===== config.mk =====
export PLATFORM = sky130hd
export DESIGN_NAME = link_input_validity_monitor
export DESIGN_NICKNAME = d
export VERILOG_FILES = /design/src/link_monitor_pkg.sv /design/src/link_input_validity_monitor.sv /design/src/fixed_delay_line.sv
export SDC_FILE = /design/constraint.sdc
export NUM_CORES = 2
export LEC_CHECK = 0
export BUFFER_PORTS_ARGS = -buffer_cell sky130_fd_sc_hd__buf_2
export CAP_MARGIN = 20
export CORE_MARGIN = 3
export CORE_UTILIZATION = 55
export DETAILED_ROUTE_END_ITERATION = 8
export GPL_TIMING_DRIVEN = 1
export PLACE_DENSITY = 0.81
export SYNTH_ARGS = -nofsm -noshare
export SYNTH_HDL_FRONTEND = slang
export SYNTH_SLANG_ARGS = --single-unit

===== constraint.sdc =====
create_clock -name clock_in -period 5.6 [get_ports clock_in]
set_clock_uncertainty 0.15 [all_clocks]
set_input_delay 0.28 -clock clock_in [delete_from_list [all_inputs] [get_ports clock_in]]
set_output_delay 0.28 -clock clock_in [all_outputs]
set_load 0.005 [all_outputs]

===== src/link_monitor_pkg.sv =====
// Shared constants for the link input validity monitor.
// Assumes a 100 MHz clock and a 32-bit Avalon-MM register bus.
package link_monitor_pkg;
   localparam int ADDR_W = 8;
   localparam int REG_W = 32;
   localparam int WORD_W = 16;
   localparam int CNT_W = 8;
   localparam int IRQ_W = 5;

   // Register byte offsets
   localparam logic [ADDR_W-1:0] CTRL_OFS = 8'h00;
   localparam logic [ADDR_W-1:0] RATIO_OFS = 8'h04;
   localparam logic [ADDR_W-1:0] TIMING_OFS = 8'h08;
   localparam logic [ADDR_W-1:0] STATUS_OFS = 8'h0c;
   localparam logic [ADDR_W-1:0] IRQ_STAT_OFS = 8'h10;
   localparam logic [ADDR_W-1:0] IRQ_CLR_OFS = 8'h14;
   localparam logic [ADDR_W-1:0] IRQ_EN_OFS = 8'h18;
   localparam logic [ADDR_W-1:0] IN_ERR_OFS = 8'h1c;
   localparam logic [ADDR_W-1:0] STS_ERR_OFS = 8'h20;
   localparam logic [ADDR_W-1:0] CNT_ERR_OFS = 8'h24;
   localparam logic [ADDR_W-1:0] TX_CNT_OFS = 8'h28;
   localparam logic [ADDR_W-1:0] RX_CNT_OFS = 8'h2c;
   localparam logic [ADDR_W-1:0] IO_ERR_OFS = 8'h30;

   // Control field positions
   localparam int CTRL_SYNC_BIT = 0;
   localparam int CTRL_CHECK_BIT = 1;
   localparam int CTRL_UPDATE_BIT = 2;
   localparam int CTRL_W = 3;

   // Received slave status word
   localparam int WARNING_FLAG_BIT = 1;
   localparam int COMMAND_ACCEPT_READY_BIT = 2;
   localparam int SYNC_FLAG_BIT = 7;

   // Interrupt status bits
   localparam int IRQ_INPUT_BIT = 0;
   localparam int IRQ_STATUS_BIT = 1;
   localparam int IRQ_COUNTER_BIT = 2;
   localparam int IRQ_RECOVER_BIT = 3;
   localparam int IRQ_OVERRUN_BIT = 4;

   // Reset values
   localparam logic [CTRL_W-1:0] CTRL_RST = 3'h0;
   localparam logic [CNT_W-1:0] UPD_DIV_RST = 8'h01;
   localparam logic [CNT_W-1:0] CHK_STEP_RST = 8'h01;
   localparam logic [15:0] SCAN_US_RST = 16'h0fa0;
   localparam logic [15:0] LINK_US_RST = 16'h03e8;

   // Timing
   localparam int CLK_PERIOD_NS = 10;
   localparam int US_NS = 1000;
   localparam int CYC_PER_US = US_NS / CLK_PERIOD_NS;
   localparam int SCAN_FACTOR = 2;
endpackage


===== src/link_input_validity_monitor.sv =====
// Input validity monitor for cyclic link frames of several stations.
// Assumes frames come from link logic on the same clock, one frame a pulse.
`timescale 1ns/10ps
module link_input_validity_monitor
   import link_monitor_pkg::*;
#(
   parameter int NUM_STATIONS = 16,
   parameter int DATA_WORDS = 13,
   parameter int DELAY_DEPTH = 4
) (
   // Clock and reset
   input wire logic clock_in,
   input wire logic rstn_in,
   // Avalon-MM register slave
   input wire logic [link_monitor_pkg::ADDR_W-1:0] avs_address_in,
   input wire logic avs_read_in,
   input wire logic avs_write_in,
   input wire logic [link_monitor_pkg::REG_W-1:0] avs_writedata_in,
   input wire logic [3:0] avs_byteenable_in,
   output logic [link_monitor_pkg::REG_W-1:0] avs_readdata_out,
   output logic avs_waitrequest_out,
   // Received frames
   input wire logic frame_valid_in,
   input wire logic frame_ok_in,
   input wire logic [$clog2(NUM_STATIONS)-1:0] frame_station_in,
   input wire logic [link_monitor_pkg::WORD_W-1:0] frame_counter_in,
   input wire logic [link_monitor_pkg::WORD_W-1:0] frame_status_in,
   input wire logic [DATA_WORDS*link_monitor_pkg::WORD_W-1:0] frame_data_in,
   // Own high-speed scan
   input wire logic scan_tick_in,
   // Delayed commands and status
   output logic cmd_valid_out,
   output logic cmd_error_out,
   output logic [$clog2(NUM_STATIONS)-1:0] cmd_station_out,
   output logic [DATA_WORDS*link_monitor_pkg::WORD_W-1:0] cmd_data_out,
   output logic [link_monitor_pkg::WORD_W-1:0] tx_counter_out,
   output logic [NUM_STATIONS-1:0] io_error_out,
   output logic sync_state_out,
   output logic peer_fault_out,
   output logic irq_out
);
   import link_monitor_pkg::*;

   localparam int SW = $clog2(NUM_STATIONS);
   localparam int DW = DATA_WORDS * WORD_W;
   localparam int LW = 1 + SW + DW;

   typedef struct packed {
      logic [CTRL_W-1:0] ctrl;
      logic [CNT_W-1:0] upd_div;
      logic [CNT_W-1:0] chk_step;
      logic [15:0] scan_us;
      logic [15:0] link_us;
      logic [31:0] delay_cyc;
      logic [IRQ_W-1:0] irq_stat;
      logic [IRQ_W-1:0] irq_en;
      logic irq;
      logic [31:0] in_err_cnt;
      logic [31:0] sts_err_cnt;
      logic [31:0] cnt_err_cnt;
      logic [NUM_STATIONS-1:0] io_err;
      logic [NUM_STATIONS-1:0] first_good;
      logic [NUM_STATIONS-1:0] prev_valid;
      logic [NUM_STATIONS-1:0][CNT_W-1:0] prev_cnt;
      logic [CNT_W-1:0] tx_cnt;
      logic [CNT_W-1:0] div_cnt;
      logic [CNT_W-1:0] last_rx;
      logic sync_state;
      logic peer_fault;
      logic sts_valid;
      logic wait_req;
      logic [REG_W-1:0] rdata;
   } mon_t;

   // Delay in cycles from scan period and link cycle, never below one
   function automatic logic [31:0] delay_cycles(input logic [15:0] scan_us,
                                                input logic [15:0] link_us);
      logic [31:0] us;
      logic [31:0] cyc;
      us = 32'(SCAN_FACTOR) * 32'(scan_us) + 32'(link_us);
      cyc = us * 32'(CYC_PER_US);
      return (cyc == 32'h0) ? 32'h1 : cyc;
   endfunction

   function automatic logic [REG_W-1:0] merge_be(input logic [REG_W-1:0] old,
                                                 input logic [REG_W-1:0] wdata,
                                                 input logic [3:0] be);
      logic [REG_W-1:0] res;
      res = old;
      for (int i = 0; i < 4; i++) begin
         if (be[i]) begin
            res[i*8 +: 8] = wdata[i*8 +: 8];
         end
      end
      return res;
   endfunction

   localparam mon_t RST_ST = '{
      ctrl: CTRL_RST,
      upd_div: UPD_DIV_RST,
      chk_step: CHK_STEP_RST,
      scan_us: SCAN_US_RST,
      link_us: LINK_US_RST,
      delay_cyc: delay_cycles(SCAN_US_RST, LINK_US_RST),
      wait_req: 1'b1,
      default: '0
   };

   mon_t q;
   mon_t nxt_q;
   logic dly_valid;
   logic [LW-1:0] dly_data;
   logic dly_overrun;
   logic [LW-1:0] push_word;
   logic sts_ok_c;
   logic cnt_ok_c;
   logic good_c;
   logic st_ok_c;

   // Frame judgement, used by the state update and the checks below
   always_comb begin
      logic [CNT_W-1:0] expect_cnt;
      expect_cnt = q.prev_cnt[frame_station_in] + q.chk_step;
      st_ok_c = int'(frame_station_in) < NUM_STATIONS;
      sts_ok_c = !frame_status_in[WARNING_FLAG_BIT]
         && frame_status_in[COMMAND_ACCEPT_READY_BIT]
         && (!q.ctrl[CTRL_SYNC_BIT] || frame_status_in[SYNC_FLAG_BIT]);
      // Unchecked when disabled or before a reference value exists
      cnt_ok_c = !q.ctrl[CTRL_CHECK_BIT] || !q.prev_valid[frame_station_in]
         || frame_counter_in[CNT_W-1:0] == expect_cnt;
      good_c = frame_ok_in && sts_ok_c && cnt_ok_c;
      // Bad input is replaced by zero before anyone can use it
      push_word = {!good_c, frame_station_in, good_c ? frame_data_in : DW'(0)};
   end

   always_comb begin
      logic [IRQ_W-1:0] evt;
      logic [IRQ_W-1:0] clr;
      logic req;
      logic wr;
      logic [REG_W-1:0] rd;
      evt = '0;
      clr = '0;
      rd = '0;
      nxt_q = q;
      req = avs_read_in || avs_write_in;
      wr = avs_write_in && !q.wait_req;

      // Register read, answered one cycle after the request appears
      unique case (avs_address_in)
         CTRL_OFS: rd = REG_W'(q.ctrl);
         RATIO_OFS: rd = {16'h0, q.chk_step, q.upd_div};
         TIMING_OFS: rd = {q.link_us, q.scan_us};
         STATUS_OFS: rd = {28'h0, q.sts_valid, q.peer_fault, q.sync_state, |q.io_err};
         IRQ_STAT_OFS: rd = REG_W'(q.irq_stat);
         IRQ_EN_OFS: rd = REG_W'(q.irq_en);
         IN_ERR_OFS: rd = q.in_err_cnt;
         STS_ERR_OFS: rd = q.sts_err_cnt;
         CNT_ERR_OFS: rd = q.cnt_err_cnt;
         TX_CNT_OFS: rd = REG_W'(q.tx_cnt);
         RX_CNT_OFS: rd = REG_W'(q.last_rx);
         IO_ERR_OFS: rd = REG_W'(q.io_err);
         default: rd = '0;
      endcase
      nxt_q.wait_req = 1'b1;
      if (req && q.wait_req) begin
         nxt_q.wait_req = 1'b0;
         nxt_q.rdata = rd;
      end

      if (wr) begin
         unique case (avs_address_in)
            CTRL_OFS: begin
               nxt_q.ctrl = CTRL_W'(merge_be(REG_W'(q.ctrl), avs_writedata_in,
                                              avs_byteenable_in));
            end
            RATIO_OFS: begin
               {nxt_q.chk_step, nxt_q.upd_div} = 16'(merge_be(
                  {16'h0, q.chk_step, q.upd_div}, avs_writedata_in, avs_byteenable_in));
            end
            TIMING_OFS: begin
               {nxt_q.link_us, nxt_q.scan_us} = merge_be({q.link_us, q.scan_us},
                                                         avs_writedata_in, avs_byteenable_in);
            end
            IRQ_CLR_OFS: begin
               clr = IRQ_W'(merge_be('0, avs_writedata_in, avs_byteenable_in));
            end
            IRQ_EN_OFS: begin
               nxt_q.irq_en = IRQ_W'(merge_be(REG_W'(q.irq_en), avs_writedata_in,
                                              avs_byteenable_in));
            end
            default: begin
            end
         endcase
      end
      nxt_q.delay_cyc = delay_cycles(q.scan_us, q.link_us);

      // Own counter, advanced once every upd_div scans
      if (scan_tick_in && q.ctrl[CTRL_UPDATE_BIT]) begin
         if (q.div_cnt + 8'h1 >= q.upd_div) begin
            nxt_q.div_cnt = '0;
            nxt_q.tx_cnt = q.tx_cnt + 8'h1;
         end else begin
            nxt_q.div_cnt = q.div_cnt + 8'h1;
         end
      end

      if (frame_valid_in && st_ok_c) begin
         if (frame_ok_in) begin
            nxt_q.prev_cnt[frame_station_in] = frame_counter_in[CNT_W-1:0];
            nxt_q.prev_valid[frame_station_in] = 1'b1;
            nxt_q.last_rx = frame_counter_in[CNT_W-1:0];
            nxt_q.sync_state = frame_status_in[SYNC_FLAG_BIT];
            nxt_q.sts_valid = sts_ok_c;
            nxt_q.peer_fault = !cnt_ok_c;
            if (!sts_ok_c) begin
               nxt_q.sts_err_cnt = q.sts_err_cnt + 32'h1;
               evt[IRQ_STATUS_BIT] = 1'b1;
            end
            if (!cnt_ok_c) begin
               nxt_q.cnt_err_cnt = q.cnt_err_cnt + 32'h1;
               evt[IRQ_COUNTER_BIT] = 1'b1;
            end
         end
         if (good_c) begin
            nxt_q.first_good[frame_station_in] = 1'b1;
            nxt_q.io_err[frame_station_in] = 1'b0;
            evt[IRQ_RECOVER_BIT] = q.io_err[frame_station_in];
         end else begin
            nxt_q.in_err_cnt = q.in_err_cnt + 32'h1;
            evt[IRQ_INPUT_BIT] = 1'b1;
            // Unconnected since power-up leaves the bit clear
            if (q.first_good[frame_station_in]) begin
               nxt_q.io_err[frame_station_in] = 1'b1;
            end
         end
      end
      evt[IRQ_OVERRUN_BIT] = dly_overrun;

      // A new event beats a clear in the same cycle
      nxt_q.irq_stat = (q.irq_stat & ~clr) | evt;
      nxt_q.irq = |(nxt_q.irq_stat & nxt_q.irq_en);
   end

   always_ff @(posedge clock_in or negedge rstn_in) begin
      if (!rstn_in) begin
         q <= RST_ST;
      end else begin
         q <= nxt_q;
      end
   end

   // Every frame with an in-range station is pushed, so good and bad keep the same latency
   fixed_delay_line #(
      .W(LW),
      .DEPTH(DELAY_DEPTH)
   ) u_delay (
      .clock_in(clock_in),
      .rstn_in(rstn_in),
      .push_in(frame_valid_in && st_ok_c),
      .push_data_in(push_word),
      .delay_in(q.delay_cyc),
      .pop_valid_out(dly_valid),
      .pop_data_out(dly_data),
      .overrun_out(dly_overrun)
   );

   assign cmd_valid_out = dly_valid;
   assign cmd_error_out = dly_data[LW-1];
   assign cmd_station_out = dly_data[DW +: SW];
   assign cmd_data_out = dly_data[DW-1:0];
   assign tx_counter_out = {8'h00, q.tx_cnt};
   assign io_error_out = q.io_err;
   assign sync_state_out = q.sync_state;
   assign peer_fault_out = q.peer_fault;
   assign irq_out = q.irq;
   assign avs_readdata_out = q.rdata;
   assign avs_waitrequest_out = q.wait_req;
endmodule


===== src/fixed_delay_line.sv =====
// Fixed-latency delay line: every pushed word not dropped as overrun leaves exactly delay_in
// cycles later. Assumes delay_in >= 1 and held steady while words are in flight.
`timescale 1ns/10ps
module fixed_delay_line #(
   parameter int W = 8,
   parameter int DEPTH = 4
) (
   // Clock and reset
   input wire logic clock_in,
   input wire logic rstn_in,
   // Push side
   input wire logic push_in,
   input wire logic [W-1:0] push_data_in,
   input wire logic [31:0] delay_in,
   // Release side
   output logic pop_valid_out,
   output logic [W-1:0] pop_data_out,
   output logic overrun_out
);
   localparam int PW = $clog2(DEPTH);

   typedef struct packed {
      logic [31:0] now;
      logic [PW-1:0] wr;
      logic [PW-1:0] rd;
      logic [PW:0] count;
      logic [DEPTH-1:0][31:0] due;
      logic [DEPTH-1:0][W-1:0] mem;
      logic out_valid;
      logic [W-1:0] out_data;
      logic overrun;
   } line_t;

   line_t q;
   line_t nxt_q;
   logic [31:0] age_ff;

   always_comb begin
      logic pop;
      logic take;
      pop = 1'b0;
      take = 1'b0;
      nxt_q = q;
      nxt_q.now = q.now + 32'h1;
      nxt_q.out_valid = 1'b0;
      nxt_q.overrun = 1'b0;
      // Head leaves one cycle early so the output flop lands on the exact cycle
      if (q.count != '0 && q.due[q.rd] == q.now) begin
         pop = 1'b1;
         nxt_q.out_valid = 1'b1;
         nxt_q.out_data = q.mem[q.rd];
         nxt_q.rd = PW'(q.rd + 1'b1);
      end
      if (push_in) begin
         if (delay_in == 32'h1) begin
            // Shortest delay skips the queue, which stays empty while delay_in is steady
            nxt_q.out_valid = 1'b1;
            nxt_q.out_data = push_data_in;
         end else if (q.count == (PW + 1)'(DEPTH) && !pop) begin
            nxt_q.overrun = 1'b1;
         end else begin
            take = 1'b1;
            nxt_q.due[q.wr] = q.now + delay_in - 32'h1;
            nxt_q.mem[q.wr] = push_data_in;
            nxt_q.wr = PW'(q.wr + 1'b1);
         end
      end
      nxt_q.count = q.count + (PW + 1)'(take) - (PW + 1)'(pop);
   end

   always_ff @(posedge clock_in or negedge rstn_in) begin
      if (!rstn_in) begin
         q <= '0;
      end else begin
         q <= nxt_q;
      end
   end

   assign pop_valid_out = q.out_valid;
   assign pop_data_out = q.out_data;
   assign overrun_out = q.overrun;

   // Cycles since the last accepted push, for the latency check only
   always_ff @(posedge clock_in or negedge rstn_in) begin
      if (!rstn_in) begin
         age_ff <= 32'h0;
      end else if (push_in && !nxt_q.overrun) begin
         age_ff <= 32'h1;
      end else if (age_ff != 32'hffff_ffff) begin
         age_ff <= age_ff + 32'h1;
      end
   end
endmodule


==> metrics.log <==
INFO  metric status = complete, but fails checks
INFO  metric violations = setup timing
INFO  metric p_per_area = 414 nW/µm²
INFO  metric finalCriticalPeriod = 5.67 ns
INFO  metric final_net_count = 8044
INFO  metric drt-pass1-iter-count = 6
INFO  metric utilization = 0.640
INFO  metric synth.yosys.seq_area_share = 0.524
INFO  metric cp_data_arrival_time = 6.19 ns
INFO  metric cts.clk_slew.worst_paths = 0.06 ns
INFO  metric detail_route.wl_per_cell = 21.9 µm
INFO  metric dieArea = 148000 µm²
INFO  metric worstHoldPathType = in2async
INFO  metric synth_enable_flop_cells = 0
INFO  metric dp.cells = 8998
INFO  metric criticalPathCategory = reg2reg
INFO  metric route.antenna.remaining_nets = 0
INFO  metric timing.hold.ws = 0.0434 ns
INFO  metric total_clock_sinks = 1652
INFO  metric final.setup.tns = -0.148 ns
INFO  metric timing.fmax = 176 MHz
INFO  metric finalInstanceArea = 90900 µm²
INFO  metric floorplan_die_height = 385 µm
INFO  metric syn-mean-instance-area = 11.1 µm²
INFO  metric rsz0062_at_grt = true
INFO  metric drt-total-wl = 211 mm
INFO  metric clock_tree_from_tritoncts = built
INFO  metric hold_viol = 0
INFO  metric cellLeakagePower = 42.8 nW
INFO  metric postSynthRegisterBits = 1652
INFO  metric grt_first_pass_wirelength = 335 mm
INFO  metric required = 6.12 ns
INFO  metric first_global_vias = 60400
INFO  metric dp_hpwl = 128 mm
INFO  metric area.growth.synth_to_final = 15.1%
INFO  metric rows = 138
INFO  metric max_slew_margin = 0.138
INFO  metric ys_async_sr_fraction = 1.00
INFO  metric insertion_delay = 0.79 ns
INFO  metric portBuffers = 547
INFO  metric worst_path_largest_cell_delay = 0.49 ns
INFO  metric tritoncts.num_buffers = 169
INFO  metric max_cap_violations = 0
INFO  metric place_area = 82000 µm²
INFO  metric timing_max_transition_violations_final = 0
INFO  metric worstMarginPinSlew = 1.29 ns
INFO  metric totalPowerFinal = 37.7 mW
INFO  metric routabilityCongestion = 0.940
INFO  metric initial_util = 0.556
INFO  metric setup_viol_count_final = 3
INFO  metric remaining_drc_errors = 0
INFO  metric dominantRegCellSynth = dfrtp_1
INFO  metric largest_net_degree_at_the_start_of_global_routing = 199
INFO  metric end_kind = register
INFO  metric synthesis.yosys.warnings = 0
INFO  metric cts.htree.levels = 4
INFO  metric dr.first_iter.drc_count = 5585
INFO  metric slowest_stage_cell_crit_path = fa_1
INFO  metric worst_slack = -0.0658 ns
INFO  metric route.vias.total = 58400
INFO  metric floorplan.die.width = 385 µm
INFO  metric cp_max_fo = 3
INFO  metric synthesis.area = 79000 µm²
INFO  metric final_cells = 9621
INFO  metric cts-root-buf = clkbuf_16
INFO  metric ctsLongestPathBuffers = 3
INFO  metric setup.worst_path.start_class = register
INFO  metric preCtsSetupSlack = -0.424 ns
INFO  metric layout-drive-gt1-share = 0.227
INFO  metric synth_cell_types = 70
INFO  metric total_congestion_overflow_after_global_routing = 0
INFO  metric track_usage = 0.284
INFO  metric vias_per_cell = 6.07
INFO  metric grt_antenna_before_repair = 19
INFO  metric core_area = 142000 µm²
INFO  metric synthesis.instances = 7119
INFO  metric design.portCount = 577
INFO  metric crit_top_cell = buf_4
INFO  metric max-vdd-ir-drop = 314 µV
INFO  metric final_min_period_over_clock_period = 1.01
==> timing repair <==
item,CTS,global route
endpoints found under the setup margin,5,7
resized for setup,38,17
endpoints found under the hold margin,1404,2
hold buffers,272,1
setup buffers,10,9
pin swaps,28,30
==> report_power, final <==
group          leakage [nW]  switching, mW  internal, mW
clock                  2.84           4.85          6.71
sequential             22.1           2.03          15.3
combinational          17.8           4.92          3.88
total                  42.8           11.8          25.9
==> kinds of logic (layout without fill, tap and decap cells) <==
kind of cell,Yosys count,count (layout),share of synthesized area
AO/OA/AOI/OAI,1446,1446,0.101
XOR/XNOR,249,249,0.0276
adder cells (fa/ha/maj),177,177,0.0296
buffers and inverters,929,1515,0.0584
flip-flops,1652,1652,0.524
multiplexers,844,844,0.159
other,1,27,0.0000475
AND/OR/NAND/NOR,1821,1821,0.0997
==> cell usage in the layout (no fill, tap or decap), types with 11 or more instances in the layout <==
master / count
xor2_1: 62
nand3_1: 283
buf_2: 546
a22o_1: 40
a211oi_1: 11
inv_1: 189
ha_1: 152
diode_2: 19
dfstp_2: 26
clkbuf_1: 40
clkbuf_16: 173
fa_1: 15
a22oi_1: 32
or2_2: 17
clkinv_2: 25
and3_1: 38
nor4_1: 25
nor2_1: 62
mux2_2: 331
dlygate4sd3_1: 273
a21oi_1: 73
a221oi_1: 38
and4_1: 13
o21ai_0: 1117
dfrtp_1: 1624
nand4_1: 47
buf_12: 29
and2_1: 13
a21o_1: 56
nor2b_1: 16
xnor2_1: 182
o21bai_1: 12
nand2_1: 1203
mux2i_1: 215
buf_4: 161
nor3_1: 45
mux4_2: 298
clkbuf_8: 47
nand2b_1: 15
==> layout make-up <==
cell class	count	area [µm²]
Antenna cell	19	47.5
Tap cell	1890	2360
Clock buffer	260	5130
Clock inverter	51	626
Inverter	194	728
Fill cell	10000	51200
Multi-Input combinational cell	4545	33400
Timing Repair Buffer	1010	7270
Sequential cell	1652	41400
==> metal layers <==
layer | wire length (µm) | vias up | global-route usage
li1 | - | 25600 | -
met1 | 81200 | 29200 | 0.366
met2 | 100000 | 2876 | 0.453
met3 | 18000 | 694 | 0.0661
met4 | 11400 | 2 | 0.141
met5 | 11 | - | 0
==> cell usage after synthesis, types with 18 or more instances <==
master / instances / area share
xor2_1: 66 / 0.0073
mux4_2: 298 / 0.085
dfstp_2: 26 / 0.0086
nand4_1: 47 / 0.0037
a22o_1: 40 / 0.0044
a21o_1: 56 / 0.0053
nor2_1: 67 / 0.0032
o21ai_0: 1122 / 0.071
ha_1: 161 / 0.026
a22oi_1: 32 / 0.0030
mux2i_1: 215 / 0.027
nand3_1: 284 / 0.018
nand2_1: 1204 / 0.057
dfrtp_1: 1626 / 0.52
nor2b_1: 18 / 0.0014
xnor2_1: 183 / 0.020
buf_1: 32 / 0.0015
nor4_1: 26 / 0.0021
inv_1: 194 / 0.0092
a21oi_1: 77 / 0.0049
nor3_1: 49 / 0.0031
clkbuf_1: 365 / 0.017
mux2_2: 331 / 0.047
or2_2: 18 / 0.0014
buf_4: 279 / 0.027
buf_2: 58 / 0.0037
and3_1: 38 / 0.0030
a221oi_1: 39 / 0.0043
==> final timing paths <==
kind                                   start                         to  slack [ns]  cells past startpoint
min reg2reg                           q[210]                     q[210]        0.31                      1
min                                  rstn_in             u_delay.q[246]        0.04                      2
max                                   q[376]                     q[345]       -0.07                     27
max in group asynchronous            rstn_in  u_delay.pop_data_out[179]        3.67                      3
min in group clock_in      avs_address_in[1]                     q[342]        0.06                      6
max reg2reg                           q[376]                     q[345]       -0.07                     27
==> critical path: cells and delay by family, from the launching register on <==
kind                       cells  cell delay [ns]
AOI/OAI and AO/OA              9             1.66
xor gates and xnor gates       1             0.19
DFF                            1             0.39
buffers and inverters          7             0.72
and+or+nand+nor                5             0.91
adders and majority gates      5             1.51
==> state kept, by name (all words and copies together), names as in the netlist, named ones only <==
signal and count:
tx_counter_out 8, sync_state_out 1, u_delay.overrun_out 1, irq_out 1, avs_waitrequest_out 1, u_delay.pop_valid_out 1, q 358, avs_readdata_out 32
u_delay.pop_data_out 213, u_delay.q 1019, peer_fault_out 1
Power figures use the tool's default switching activity.
